$ cat src/hw/gate_pkg.sv
// Shared types and constants for the half-bridge gate control logic.
package gate_pkg;

  // Number of half-bridges and of H-bridge pairs.
  localparam int NUM_HB = 4;
  localparam int NUM_PAIR = 2;

  // Bridge operating modes, also the encoding of the mode selector.
  typedef enum logic [1:0] {
    MODE_HALF       = 2'b00,
    MODE_SPEED_DIR  = 2'b01,
    MODE_FOUR_STATE = 2'b10,
    MODE_SOLENOID   = 2'b11
  } bridge_mode_t;

  // Per half-bridge state selector encodings.
  typedef enum logic [1:0] {
    HB_FLOAT = 2'b00,
    HB_LOW   = 2'b01,
    HB_HIGH  = 2'b10,
    HB_PWM   = 2'b11
  } hb_state_t;

  // Pair status as reported on the status port.
  typedef enum logic [2:0] {
    PS_HALF      = 3'b000,
    PS_FLOAT     = 3'b001,
    PS_COAST     = 3'b010,
    PS_FORWARD   = 3'b011,
    PS_REVERSE   = 3'b100,
    PS_FW_LOW    = 3'b101,
    PS_FW_HIGH   = 3'b110,
    PS_SOLENOID  = 3'b111
  } pair_state_t;

  // Field values of the single-bit settings.
  localparam logic SIDE_HIGH = 1'b0;
  localparam logic SIDE_LOW = 1'b1;
  localparam logic FW_ACTIVE = 1'b0;
  localparam logic FW_PASSIVE = 1'b1;
  localparam logic FW_SIDE_LOW = 1'b0;
  localparam logic FW_SIDE_HIGH = 1'b1;
  localparam logic SRC_PIN = 1'b0;
  localparam logic SRC_REG = 1'b1;

  // Multi-level mode pin, level 1 to level 4.
  localparam logic [1:0] PIN_LEVEL_1 = 2'h0;
  localparam logic [1:0] PIN_LEVEL_2 = 2'h1;
  localparam logic [1:0] PIN_LEVEL_3 = 2'h2;
  localparam logic [1:0] PIN_LEVEL_4 = 2'h3;

  // Settings of one half-bridge.
  typedef struct packed {
    hb_state_t state_sel;
    logic [1:0] input_sel;
    logic active_side;
    logic freewheel_kind;
  } hb_cfg_t;

  // Settings of one H-bridge pair.
  typedef struct packed {
    logic freewheel_side;
    logic float_en;
    logic enable_source_sel;
    logic direction_source_sel;
    logic solenoid_pwm_bit;
    logic solenoid_disconnect_bit;
  } pair_cfg_t;

  // Gate command of one half-bridge.
  typedef struct packed {
    logic high;
    logic low;
  } gate_t;

  // Reset values of the settings and of the gates.
  localparam bridge_mode_t MODE_RESET = MODE_HALF;
  localparam hb_cfg_t HB_CFG_RESET = '{HB_FLOAT, 2'h0, SIDE_HIGH, FW_ACTIVE};
  localparam pair_cfg_t PAIR_CFG_RESET = '{FW_SIDE_LOW, 1'b0, SRC_PIN, SRC_PIN, 1'b0, 1'b0};
  localparam gate_t GATE_OFF = '{1'b0, 1'b0};

endpackage

$ cat src/hw/bridge_gate_control_logic.sv
// Gate command logic for four half-bridges in half-bridge, H-bridge and solenoid modes.
//
// Overview of operation
// - Mode selector 00b runs the four gate drivers as independent half-bridges.
// - State 00b floats, 01b low side, 10b high side, 11b PWM mapping.
// - Input selector 00b..11b picks control input one to four; sharing allowed.
// - PWM drives high side (0) or low side (1); freewheel 0 complements, 1 low.
// - Without register port: high-side PWM, active freewheel, input n feeds bridge n.
// - Half-bridges 1/2 and 3/4 form the two H-bridge pairs.
// - Selector 01b is speed/direction, 10b is four-state PWM.
// - Without register port, mode pin level 2 and 3 pick those modes.
// - Enable low: both low sides on (side 0) or both high sides (side 1).
// - Enable high: direction 1 forward, direction 0 reverse.
// - Four-state: 0/0 coast, 1/0 forward, 0/1 reverse.
// - Four-state 1/1: active freewheel on the side the freewheel bit picks.
// - A pair's float bit forces all its four gates low.
// - Freewheel side resets to low side; software may set high side.
// - Without register port, H-bridge modes always freewheel on low side.
// - Source select bits take enable and direction from register bits.
// - Selector 11b or mode pin level 4 selects split solenoid mode.
// - Solenoid: primary high side follows direction value.
// - Solenoid: secondary low side follows enable value.
// - Solenoid: primary low side and secondary high side stay off.
`timescale 1ns/10ps
module bridge_gate_control_logic
  import gate_pkg::*;
#(
  parameter bit HAS_REG_PORT = 1'b1
)
(
  // Clock and reset.
  input wire logic clk,
  input wire logic reset_n,
  // Control inputs from the controller.
  input wire logic pair1_enable_input,
  input wire logic pair1_direction_input,
  input wire logic pair2_enable_input,
  input wire logic pair2_direction_input,
  // Multi-level mode pin, used only without the register port.
  input wire logic [1:0] mode_pin_level,
  // Settings write strobe and settings.
  input wire logic config_write,
  input wire logic [1:0] bridge_config_sel,
  input wire hb_cfg_t [NUM_HB-1:0] hb_cfg_in,
  input wire pair_cfg_t [NUM_PAIR-1:0] pair_cfg_in,
  // Gate commands.
  output logic [NUM_HB-1:0] high_gate_cmd,
  output logic [NUM_HB-1:0] low_gate_cmd,
  // Status.
  output bridge_mode_t active_mode,
  output pair_state_t [NUM_PAIR-1:0] pair_state
);

  ////////////////////////////////////////////////////////////////////////////
  // Settings registers

  bridge_mode_t mode_r;
  hb_cfg_t [NUM_HB-1:0] hb_cfg_r;
  pair_cfg_t [NUM_PAIR-1:0] pair_cfg_r;

  // Captures the settings on a write; the freewheel side resets to low side.
  always_ff @(posedge clk) begin
    if (!reset_n) begin
      mode_r <= MODE_RESET;
      hb_cfg_r <= {NUM_HB{HB_CFG_RESET}};
      pair_cfg_r <= {NUM_PAIR{PAIR_CFG_RESET}};
    end else if (config_write) begin
      mode_r <= bridge_mode_t'(bridge_config_sel);
      hb_cfg_r <= hb_cfg_in;
      pair_cfg_r <= pair_cfg_in;
    end
  end

  ////////////////////////////////////////////////////////////////////////////
  // Effective settings

  logic [3:0] ctrl_in;
  bridge_mode_t mode_eff;
  hb_cfg_t [NUM_HB-1:0] hb_cfg_eff;
  pair_cfg_t [NUM_PAIR-1:0] pair_cfg_eff;

  // Gathers the control inputs in input order one to four.
  assign ctrl_in = {pair2_direction_input, pair2_enable_input,
                    pair1_direction_input, pair1_enable_input};

  // Picks the mode from the selector register or from the mode pin.
  always_comb begin
    mode_eff = mode_r;
    if (!HAS_REG_PORT) begin
      case (mode_pin_level)
        PIN_LEVEL_1: mode_eff = MODE_HALF;
        PIN_LEVEL_2: mode_eff = MODE_SPEED_DIR;
        PIN_LEVEL_3: mode_eff = MODE_FOUR_STATE;
        PIN_LEVEL_4: mode_eff = MODE_SOLENOID;
        default: mode_eff = MODE_HALF;
      endcase
    end
  end

  // Without the register port every bridge takes fixed settings.
  genvar gi;
  generate
    for (gi = 0; gi < NUM_HB; gi++) begin : g_hb_cfg
      always_comb begin
        hb_cfg_eff[gi] = hb_cfg_r[gi];
        if (!HAS_REG_PORT) begin
          hb_cfg_eff[gi].state_sel = HB_PWM;
          hb_cfg_eff[gi].input_sel = 2'(gi);
          hb_cfg_eff[gi].active_side = SIDE_HIGH;
          hb_cfg_eff[gi].freewheel_kind = FW_ACTIVE;
        end
      end
    end
  endgenerate

  // Without the register port the pairs use pins and low-side freewheel.
  generate
    for (gi = 0; gi < NUM_PAIR; gi++) begin : g_pair_cfg
      always_comb begin
        pair_cfg_eff[gi] = pair_cfg_r[gi];
        if (!HAS_REG_PORT) begin
          pair_cfg_eff[gi] = PAIR_CFG_RESET;
          pair_cfg_eff[gi].freewheel_side = FW_SIDE_LOW;
        end
      end
    end
  endgenerate

  ////////////////////////////////////////////////////////////////////////////
  // Half-bridge mode patterns

  gate_t [NUM_HB-1:0] hb_gate;

  // One mapper per half-bridge.
  generate
    for (gi = 0; gi < NUM_HB; gi++) begin : g_hb_map
      half_bridge_map u_map (
        .cfg(hb_cfg_eff[gi]),
        .ctrl_in(ctrl_in),
        .gate(hb_gate[gi])
      );
    end
  endgenerate

  ////////////////////////////////////////////////////////////////////////////
  // H-bridge and solenoid patterns per pair

  gate_t [NUM_HB-1:0] pair_gate;
  pair_state_t [NUM_PAIR-1:0] pair_state_nxt;

  // Pairs are bridges 2p and 2p+1; 1/2 and 3/4 counting from one.
  generate
    for (gi = 0; gi < NUM_PAIR; gi++) begin : g_pair
      logic en;
      logic dir;
      logic fw_high;

      // Enable and direction come from the pins or from register bits.
      assign en = (pair_cfg_eff[gi].enable_source_sel == SRC_REG) ?
                  pair_cfg_eff[gi].solenoid_pwm_bit : ctrl_in[2*gi];
      assign dir = (pair_cfg_eff[gi].direction_source_sel == SRC_REG) ?
                   pair_cfg_eff[gi].solenoid_disconnect_bit : ctrl_in[2*gi+1];
      assign fw_high = (pair_cfg_eff[gi].freewheel_side == FW_SIDE_HIGH);

      // Builds the gate pattern of the pair for the active mode.
      always_comb begin
        pair_gate[2*gi] = GATE_OFF;
        pair_gate[2*gi+1] = GATE_OFF;
        pair_state_nxt[gi] = PS_HALF;
        case (mode_eff)
          MODE_SPEED_DIR: begin
            if (!en) begin
              // Direction has no effect while the enable is low.
              pair_gate[2*gi] = '{fw_high, !fw_high};
              pair_gate[2*gi+1] = '{fw_high, !fw_high};
              pair_state_nxt[gi] = fw_high ? PS_FW_HIGH : PS_FW_LOW;
            end else if (dir) begin
              pair_gate[2*gi] = '{1'b1, 1'b0};
              pair_gate[2*gi+1] = '{1'b0, 1'b1};
              pair_state_nxt[gi] = PS_FORWARD;
            end else begin
              pair_gate[2*gi] = '{1'b0, 1'b1};
              pair_gate[2*gi+1] = '{1'b1, 1'b0};
              pair_state_nxt[gi] = PS_REVERSE;
            end
          end
          MODE_FOUR_STATE: begin
            case ({en, dir})
              2'b00: begin
                pair_state_nxt[gi] = PS_COAST;
              end
              2'b10: begin
                pair_gate[2*gi] = '{1'b1, 1'b0};
                pair_gate[2*gi+1] = '{1'b0, 1'b1};
                pair_state_nxt[gi] = PS_FORWARD;
              end
              2'b01: begin
                pair_gate[2*gi] = '{1'b0, 1'b1};
                pair_gate[2*gi+1] = '{1'b1, 1'b0};
                pair_state_nxt[gi] = PS_REVERSE;
              end
              2'b11: begin
                pair_gate[2*gi] = '{fw_high, !fw_high};
                pair_gate[2*gi+1] = '{fw_high, !fw_high};
                pair_state_nxt[gi] = fw_high ? PS_FW_HIGH : PS_FW_LOW;
              end
              default: begin
                pair_state_nxt[gi] = PS_COAST;
              end
            endcase
          end
          MODE_SOLENOID: begin
            // Primary high side is the disconnect switch, secondary low side the PWM switch.
            pair_gate[2*gi] = '{dir, 1'b0};
            pair_gate[2*gi+1] = '{1'b0, en};
            pair_state_nxt[gi] = PS_SOLENOID;
          end
          default: begin
            pair_state_nxt[gi] = PS_HALF;
          end
        endcase
        // The float bit overrides inputs and freewheel settings.
        if (mode_eff != MODE_HALF && pair_cfg_eff[gi].float_en) begin
          pair_gate[2*gi] = GATE_OFF;
          pair_gate[2*gi+1] = GATE_OFF;
          pair_state_nxt[gi] = PS_FLOAT;
        end
      end
    end
  endgenerate

  ////////////////////////////////////////////////////////////////////////////
  // Output selection and registers

  logic [NUM_HB-1:0] high_gate_nxt;
  logic [NUM_HB-1:0] low_gate_nxt;

  // Half-bridge mode takes the mappers, every other mode the pair logic.
  generate
    for (gi = 0; gi < NUM_HB; gi++) begin : g_sel
      always_comb begin
        if (mode_eff == MODE_HALF) begin
          high_gate_nxt[gi] = hb_gate[gi].high;
          low_gate_nxt[gi] = hb_gate[gi].low;
        end else begin
          high_gate_nxt[gi] = pair_gate[gi].high;
          low_gate_nxt[gi] = pair_gate[gi].low;
        end
      end
    end
  endgenerate

  // Registers the gate commands; reset floats every half-bridge.
  always_ff @(posedge clk) begin
    if (!reset_n) begin
      high_gate_cmd <= '0;
      low_gate_cmd <= '0;
    end else begin
      high_gate_cmd <= high_gate_nxt;
      low_gate_cmd <= low_gate_nxt;
    end
  end

  // Registers the status seen by software.
  always_ff @(posedge clk) begin
    if (!reset_n) begin
      active_mode <= MODE_RESET;
      pair_state <= '{default: PS_HALF};
    end else begin
      active_mode <= mode_eff;
      pair_state <= pair_state_nxt;
    end
  end

endmodule

$ cat src/hw/half_bridge_map.sv
// Gate pattern of one half-bridge in half-bridge mode.
`timescale 1ns/10ps
module half_bridge_map
  import gate_pkg::*;
(
  // Settings of this half-bridge.
  input wire hb_cfg_t cfg,
  // The four control inputs.
  input wire logic [3:0] ctrl_in,
  // Resulting gate command.
  output gate_t gate
);

  logic pwm;

  // Picks the mapped input; any input may feed any half-bridge.
  assign pwm = ctrl_in[cfg.input_sel];

  // Turns the state selector and the PWM settings into a gate pattern.
  always_comb begin
    gate = GATE_OFF;
    case (cfg.state_sel)
      HB_FLOAT: begin
        gate = GATE_OFF;
      end
      HB_LOW: begin
        gate.low = 1'b1;
      end
      HB_HIGH: begin
        gate.high = 1'b1;
      end
      HB_PWM: begin
        if (cfg.active_side == SIDE_HIGH) begin
          gate.high = pwm;
          gate.low = (cfg.freewheel_kind == FW_ACTIVE) ? ~pwm : 1'b0;
        end else begin
          gate.low = pwm;
          gate.high = (cfg.freewheel_kind == FW_ACTIVE) ? ~pwm : 1'b0;
        end
      end
      default: begin
        gate = GATE_OFF;
      end
    endcase
  end

endmodule

$ cat config.mk
export PLATFORM = sky130hd
export DESIGN_NAME = bridge_gate_control_logic
export DESIGN_NICKNAME = d
export VERILOG_FILES = /design/src/hw/gate_pkg.sv /design/src/hw/bridge_gate_control_logic.sv /design/src/hw/half_bridge_map.sv
export SDC_FILE = /design/constraint.sdc
export NUM_CORES = 1
export LEC_CHECK = 0
export ABC_CLOCK_PERIOD_IN_PS = 3900
export BUFFER_PORTS_ARGS = -buffer_cell sky130_fd_sc_hd__buf_2
export CAP_MARGIN = 20
export CORE_MARGIN = 4
export CORE_UTILIZATION = 57
export CTS_CLUSTER_DIAMETER = 50
export DETAILED_ROUTE_END_ITERATION = 8
export PLACE_DENSITY = 0.84
export REMOVE_ABC_BUFFERS = 1
export SLEW_MARGIN = 25
export SYNTH_ARGS = -nofsm -noshare
export SYNTH_HDL_FRONTEND = slang
export SYNTH_HIERARCHICAL = 1
export SYNTH_SLANG_ARGS = --single-unit
export TNS_END_PERCENT = 30
$ cat constraint.sdc
create_clock -name clk -period 3.9 [get_ports clk]
set_input_delay 0.39 -clock clk [delete_from_list [all_inputs] [get_ports clk]]
set_output_delay 0.39 -clock clk [all_outputs]
set_load 0.02 [all_outputs]
# After elaboration in Yosys (flattened, before gate mapping)
# Index checks and enable logic that the tools add are counted.
[word_totals]
latchBits = 0
n_memories = 0
input_bits = 47
ram_bits = 0
reg_bits = 54
word_cells = 134
output_inout_bits = 16
rom_bits = 0
[classes]
n_bitwise = 5
eq_ne = 21
n_shift = 0
div = 0
n_mul = 0
order_cmp = 4
reduce_logical = 10
addsub = 0
mux = 58
[op_table]
columns = ["op", "count"]
rows = [
  ["4-bit case mux with 3 select lines", 4],
  ["2-bit equality test, second input constant", 14],
  ["4-bit two-way mux", 6],
  ["3-bit case mux with 4 select lines", 2],
  ["1-bit two-way mux", 22],
  ["3-bit case mux with 3 select lines", 2],
  ["1-bit case mux with 2 select lines", 8],
  ["2-bit by 1-bit equality test with 1-bit output, second input constant", 7],
  ["2-bit by 3-bit < comparator with 1-bit output, second input constant", 4],
  ["2-bit two-way mux", 6],
  ["3-bit two-way mux", 4],
  ["1-bit binary-select mux with 2-bit select", 4],
  ["2-bit zero test", 3],
  ["1-bit inverter", 5],
  ["2-bit OR reduction", 2],
  ["1-bit logical AND", 2],
  ["1-bit zero test", 2],
  ["2-bit nonzero test", 1],
]

# Longest topological paths before layout
# Gate-level depths: netlist of run 1.
[depth]
word_depth = 7
ltp_mapped = 7
depth_no_buf = 7

# Hierarchy
# The synthesis of run 1 kept the hierarchy.
[modules_own_cells]
columns = ["mod", "cells_each", "instances", "area_each_um2", "seq_area_each_um2"]
rows = [
  ["bridge_gate_control_logic", 251, 1, 2427.3, 1081.0],
  ["half_bridge_map", 9, 4, 65.1, 0.0],
]

# Least setup slack after synthesis of run 1
# Ideal clock, no wire load.
[synth_timing]
kind = "in2reg"
from = "input pair2_direction_input"
to = "register high_gate_cmd[3]"
stages = 7
arrival_time_ns = 1.778
setup_slack_ns = 2.047
path_buffers = 0
t_required_ns = 3.825
setup_time_ns = 0.075
path_cell_list = "mux4_2 or2_1 a31oi_1 nand2_1 o21a_1 or2_1 o22ai_1"
[synth_rtl]
columns = ["element", "line_no", "text"]
rows = [
  ["start: declaration", "bridge_gate_control_logic.sv:38", "input wire logic pair2_direction_input,"],
  ["end signal: assignment", "bridge_gate_control_logic.sv:259", "high_gate_cmd <= high_gate_nxt;"],
  ["end: declaration", "bridge_gate_control_logic.sv:47", "output logic [NUM_HB-1:0] high_gate_cmd,"],
]

==> results.py, run 1 <==
metrics = {
    "critical_path": {
        "arrival_ns": 2.30,
        "path_max_fanout": 3,
        "required_ns": 4.10,
        "path_delay_family": "compound AO/OA/AOI/OAI gates",
        "critPathBufInv": 1,
        "cp_slowest_stage_delay_ns": 0.53,
        "cp.depth": 7,
        "reg2reg_to": "low_gate_cmd[0]$_SDFF_PN0_",
        "startpoint_type": "flop",
        "endpoint_kind": "flop",
        "reg2reg_setup_slack_ns": 1.79,
        "critPathKind": "flop to flop",
        "cp-startpoint": "hb_cfg_eff[2]$_SDFFE_PN0P_",
        "rr_worst_depth": 7,
        "critPathSlowestCell": "mux4_2",
        "path_cells": "mux4_2, or2_1, a31oi_1, inv_1, o21ai_1, nand2_1, o31ai_1",
        "rr_startpoint": "hb_cfg_eff[2]$_SDFFE_PN0P_",
    },
    "die": {
        "core_um2": 4440,
        "fp.dieH_um": 76.7,
        "ioPinCount": 63,
        "rows": 24,
        "die-width_um": 76.7,
        "die_area_um2": 5880,
        "initial_utilization_pct": 60.5,
    },
    "synth": {
        "synth_xor_area_share_pct": 0,
        "yosys.cell_types.count": 42,
        "synth_top_family_by_area": "multiplexers",
        "ys_seq_area_share_pct": 40.2,
        "synth_adder_area_share_pct": 0,
        "avgSynthCellArea_um2": 9.36,
        "synth_ff_type": "dfxtp_1",
        "synth_area_um2": 2690,
        "yosys_warnings": 6,
        "synth-compound-area-share_pct": 14.9,
        "yosys.area_share.simple_pct": 18.9,
        "syn_inst": 287,
        "synth_edf_count": 0,
        "synthMuxAreaShare_pct": 21.6,
        "yosys_register_bits": 54,
        "async_reset_ff_share_pct": 0,
    },
    "grt": {
        "grt_pass1_vias": 1942,
        "grt_start_max_net_pins": 54,
        "grt_usage_pct": 18.9,
        "grt_antenna_before_repair": 0,
        "grt_first_pass_wirelength_um": 9080,
        "grt_overflow": 0,
    },
    "pwr": {
        "power_density_nw_per_um2": 360,
        "p_leak_nw": 1.30,
        "p_total_mw": 1.10,
        "peakVddDrop_v": 0.000228,
    },
    "final_layout": {
        "seq_area_um2": 1080,
        "n_antenna_cell": 0,
        "final_cell_mix": "59 x buf_2, 54 x dfxtp_1, 42 x mux2i_1",
        "multi_input_area_um2": 1490,
        "fin_nets": 384,
        "syn2layout_area_growth_pct": 13.8,
        "final_common_cell": "buf_2",
        "drive_gt1_share_pct": 23.7,
        "num-fill-cells": 357,
    },
    "clocking": {
        "post_cts_buffers": 0,
        "cts_tree": "built",
        "cts-htree-levels": 2,
        "path_clk_slew_ns": 0.09,
        "cts-root-buf": "clkbuf_8",
        "cts_buffers": 5,
        "clock-sinks": 54,
        "cts-resized-gates": 0,
        "ctsLongestPathBuffers": 2,
        "hold_buffers": 0,
        "clock_latency_ns": 0.30,
    },
    "hold_path": {
        "whs_endpoint": "hb_cfg_eff[21]$_SDFFE_PN0P_",
        "min_path_type": "input port to flop",
        "hold_path.startpoint": "hb_cfg_in[21]",
        "holdPathStages": 3,
    },
    "detailed_routing": {
        "first_pass_iters": 4,
        "remaining_drc_errors": 0,
        "finalWirelength_um": 5420,
        "wire_per_inst_um": 13.9,
        "drtIter0Drc": 280,
        "vias_per_cell": 5.69,
        "dr_total_vias": 2213,
        "ant_nets": 0,
    },
    "timing": {
        "relSlewSlack_pct": 43.6,
        "period_share_pct": 54.0,
        "rsz0062_at_grt": "false",
        "tightest_slew_ns": 0.845,
        "fin_worst_skew_ns": 0.00545,
        "setup_viol": 0,
        "finalHoldViolCount": 0,
        "max_freq_ghz": 0.475,
        "setup-tns-final_ns": 0,
        "period_needed_ns": 2.11,
        "slew_viol_final": 0,
    },
    "place": {
        "portBuffers": 60,
        "dp.final_hpwl_um": 3810,
        "gp_congestion": 0.877,
    },
    "run_status": {
        "status": "completed",
    },
    "flow_run": {
        "drv_cap": 0,
    },
}
-- logic make-up after synthesis --
| kind of cell | count (synthesis) |
|---|---|
| AOI/OAI and AO/OA | 63 |
| and+or+nand+nor | 91 |
| muxes | 52 |
| DFF | 54 |
| buffers and inverters | 27 |
-- how the worst max path moves through the flow --
stage	end	slack (ns)
global route	low_gate_cmd[0]$_SDFF_PN0_	1.62
global placement	high_gate_cmd[3]$_SDFF_PN0_	1.70
finish	low_gate_cmd[0]$_SDFF_PN0_	1.79
detailed placement	low_gate_cmd[0]$_SDFF_PN0_	1.67
floorplan	high_gate_cmd[3]$_SDFF_PN0_	2.05
CTS	low_gate_cmd[0]$_SDFF_PN0_	1.79
-- metal layers --
layer | part of all wire [%] | up-vias | track usage, % | wire length (um)
li1 | - | 1117 | - | -
met1 | 46 | 1014 | 25.4 | 2500
met2 | 46 | 74 | 28.9 | 2510
met3 | 6.1 | 8 | 5.50 | 330
met4 | 1.6 | 0 | 6.52 | 85
met5 | 0 | - | 0 | 0
-- cell type report --
type                            instances  area share (%)
Clock buffer                            5            2.25
Clock inverter                          2           0.327
Inverter                               10            1.23
Multi-Input combinational cell        206            48.8
Sequential cell                        54            35.4
Tap cell                               52            2.13
Timing Repair Buffer                   60            9.90
-- worst reg2reg max path, cell delays in order, from the launching register on --
cell and delay [ns]:
dfxtp_1 0.36, mux4_2 0.53, or2_1 0.24, a31oi_1 0.25, inv_1 0.07, o21ai_1 0.16, nand2_1 0.07, o31ai_1 0.32
-- metrics by stage --
stage / hold slack, ns / cells / utilization [%] / area, um^2 / setup WS [ns]
6_report: 0.337 / 389 / 68.8 / 3060 / 1.79
5_1_grt: 0.326 / 389 / 68.8 / 3060 / 1.62
4_1_cts: 0.333 / 389 / 68.8 / 3060 / 1.79
3_5_place_dp: 0.510 / 382 / 67.0 / 2980 / 1.67
3_3_place_gp: 0.489 / 382 / 67.0 / 2980 / 1.70
2_1_floorplan: 0.474 / 270 / - / 2610 / 2.05
-- state kept, by name, summed over array words and instances, names as in the netlist --
register and cells:
hb_cfg_eff 24, mode_eff 2, pair_state 6, low_gate_cmd 4, pair_cfg_eff 10, active_mode 2
g_pair.fw_high 2, high_gate_cmd 4
-- cells in the mapped netlist, types with 3 or more instances --
cell / instances / area (um^2)
o211ai_1: 4 / 30.0
mux4_2: 4 / 90.1
mux2i_1: 42 / 420
a21oi_1: 12 / 60.1
nor2b_1: 39 / 244
mux2_2: 5 / 56.3
dfxtp_1: 54 / 1080
nor2_1: 3 / 11.3
buf_2: 10 / 50.1
o21ai_0: 17 / 85.1
a31oi_1: 11 / 68.8
nand2_1: 20 / 75.1
nand2b_1: 8 / 50.1
or2_1: 5 / 31.3
inv_1: 10 / 37.5
clkbuf_1: 7 / 26.3
nor3_1: 5 / 25.0
-- power breakdown --
group          switching [mW]  internal [mW]
logic                  0.0994         0.0943
registers              0.0312          0.585
clock network           0.170          0.121
No activity file was read; power rests on OpenSTA's default activity.
==> inputs of run 2 (changes only) <==
- ABC_CLOCK_PERIOD_IN_PS: 3900 -> 1900
- CORE_UTILIZATION: 57 -> 48
- PLACE_DENSITY: 0.84 -> 0.75
- clock period: 3.9 -> 1.9 ns (I/O delays scaled with it)
==> results.py, run 2 (synthesis gave the netlist of run 1 again) <==
metrics = {
    "die": {
        "die_area_um2": 6860,
        "rows": 26,
        "core_um2": 5270,
        "die-width_um": 82.8,
        "initial_utilization_pct": 51.0,
        "fp.dieH_um": 82.8,
        "ioPinCount": 63,
    },
    "pwr": {
        "power_density_nw_per_um2": 731,
        "p_leak_nw": 1.37,
        "peakVddDrop_v": 0.000448,
    },
    "grt": {
        "grt_first_pass_wirelength_um": 10300,
        "grt_overflow": 0,
        "grt_pass1_vias": 2250,
        "grt_start_max_net_pins": 24,
        "grt_antenna_before_repair": 0,
        "grt_usage_pct": 17.6,
    },
    "final_layout": {
        "final_cell_mix": "60 x buf_2, 52 x dfxtp_1, 42 x mux2i_1",
        "syn2layout_area_growth_pct": 19.8,
        "drive_gt1_share_pct": 28.2,
        "final_common_cell": "buf_2",
        "final_cells": 421,
        "n_antenna_cell": 0,
        "fin_nets": 397,
        "final_core_util_pct": 61.1,
        "largest_reg_flops": 24,
    },
    "timing": {
        "relSlewSlack_pct": 65.3,
        "period_share_pct": 100,
        "max_freq_ghz": 0.524,
        "worst_slack_ns": -0.00684,
        "rsz0062_at_grt": "true",
        "period_needed_ns": 1.91,
        "setup_viol": 1,
        "tightest_slew_ns": 0.505,
        "setup-tns-final_ns": -0.00684,
        "slew_viol_final": 0,
        "finalHoldViolCount": 0,
        "fin_worst_skew_ns": 0.00763,
    },
    "clocking": {
        "clock-sinks": 54,
        "cts-htree-levels": 2,
        "cts_buffers": 5,
        "cts-root-buf": "clkbuf_8",
        "hold_buffers": 0,
        "cts_tree": "built",
        "ctsLongestPathBuffers": 2,
        "path_clk_slew_ns": 0.09,
        "clock_latency_ns": 0.30,
    },
    "critical_path": {
        "arrival_ns": 2.14,
        "required_ns": 2.14,
        "endpoint_kind": "flop",
        "path_max_fanout": 2,
        "cp_slowest_stage_delay_ns": 0.50,
        "critPathKind": "flop to flop",
        "critPathSlowestCell": "mux4_2",
        "path_cells": "mux4_2, or2_4, a31oi_4, nand2_1, o21a_1, or2_1, o22ai_1",
        "startpoint_type": "flop",
    },
    "run_status": {
        "failed_checks": "negative setup slack",
        "status": "finished with violations",
    },
    "detailed_routing": {
        "remaining_drc_errors": 0,
        "first_pass_iters": 4,
        "drtIter0Drc": 140,
        "vias_per_cell": 5.36,
        "finalWirelength_um": 5910,
        "ant_nets": 0,
        "dr_total_vias": 2258,
        "wire_per_inst_um": 14.0,
    },
    "place": {
        "dp.final_hpwl_um": 4420,
        "portBuffers": 60,
        "place_ws_ns": -0.0551,
        "dp_cells": 412,
        "gp_congestion": 0.883,
    },
    "flow_run": {
        "drv_cap": 0,
    },
    "hold_path": {
        "min_path_type": "input port to flop",
    },
}
## run 2: layout make-up
type / instances / area [um^2]
multi-input cells: 206 / 1520
inverters: 10 / 37.5
well taps: 70 / 87.6
repair buffers: 73 / 398
fillers: 486 / 2050
clock buffers: 7 / 86.3
clock inverters: 1 / 5.00
flip-flops and latches: 54 / 1080
## run 2: stage by stage
step | area, um^2 | hold WS [ns] | power, mW
global route | 3220 | 0.137 | 2.49
detailed placement | 3090 | 0.454 | 1.72
CTS | 3190 | 0.132 | 2.36
floorplan | 2610 | 0.306 | 1.53
finish | 3220 | 0.133 | 2.35
global placement | 3090 | 0.443 | 1.70
## run 2: report_power, final
part           internal [mW]  switching, mW  total [mW]  leakage, nW
sequential              1.20         0.0561        1.26        0.445
combinational          0.216          0.228       0.444        0.880
clock                  0.295          0.357       0.652       0.0482
## run 2: worst paths after layout
check,start,to,slack [ns],depth (start not counted)
worst max-delay path,hb_cfg_eff[20]$_SDFFE_PN0P_,high_gate_cmd[3]$_SDFF_PN0_,-0.007,7
worst min-delay path,pair_cfg_in[4],pair_cfg_eff[4]$_SDFFE_PN0P_,0.13,3
worst max register to register,hb_cfg_eff[20]$_SDFFE_PN0P_,high_gate_cmd[3]$_SDFF_PN0_,-0.007,7
worst min register to register,hb_cfg_eff[12]$_SDFFE_PN0P_,hb_cfg_eff[12]$_SDFFE_PN0P_,0.52,2
## run 2: worst max-delay path, delay by kind of cell, from the launching register on
family | cells | cell delay, ns
AOI/OAI and AO/OA | 3 | 0.46
muxes | 1 | 0.50
and+or+nand+nor | 3 | 0.54
DFF | 1 | 0.34
## run 2: timing repair
item                                    CTS  global route
setup buffers                             1             0
pin swaps                                 2             5
cloned                                    0             0
gates resized for setup                   1             6
endpoints found under the setup margin    2             6
## run 2: layer usage
layer	GRT usage, %	vias up	wire, um
met5	0	-	0
li1	-	1138	-
met3	4.36	7	341
met2	28.9	65	2770
met1	23.3	1048	2730
met4	4.31	0	61
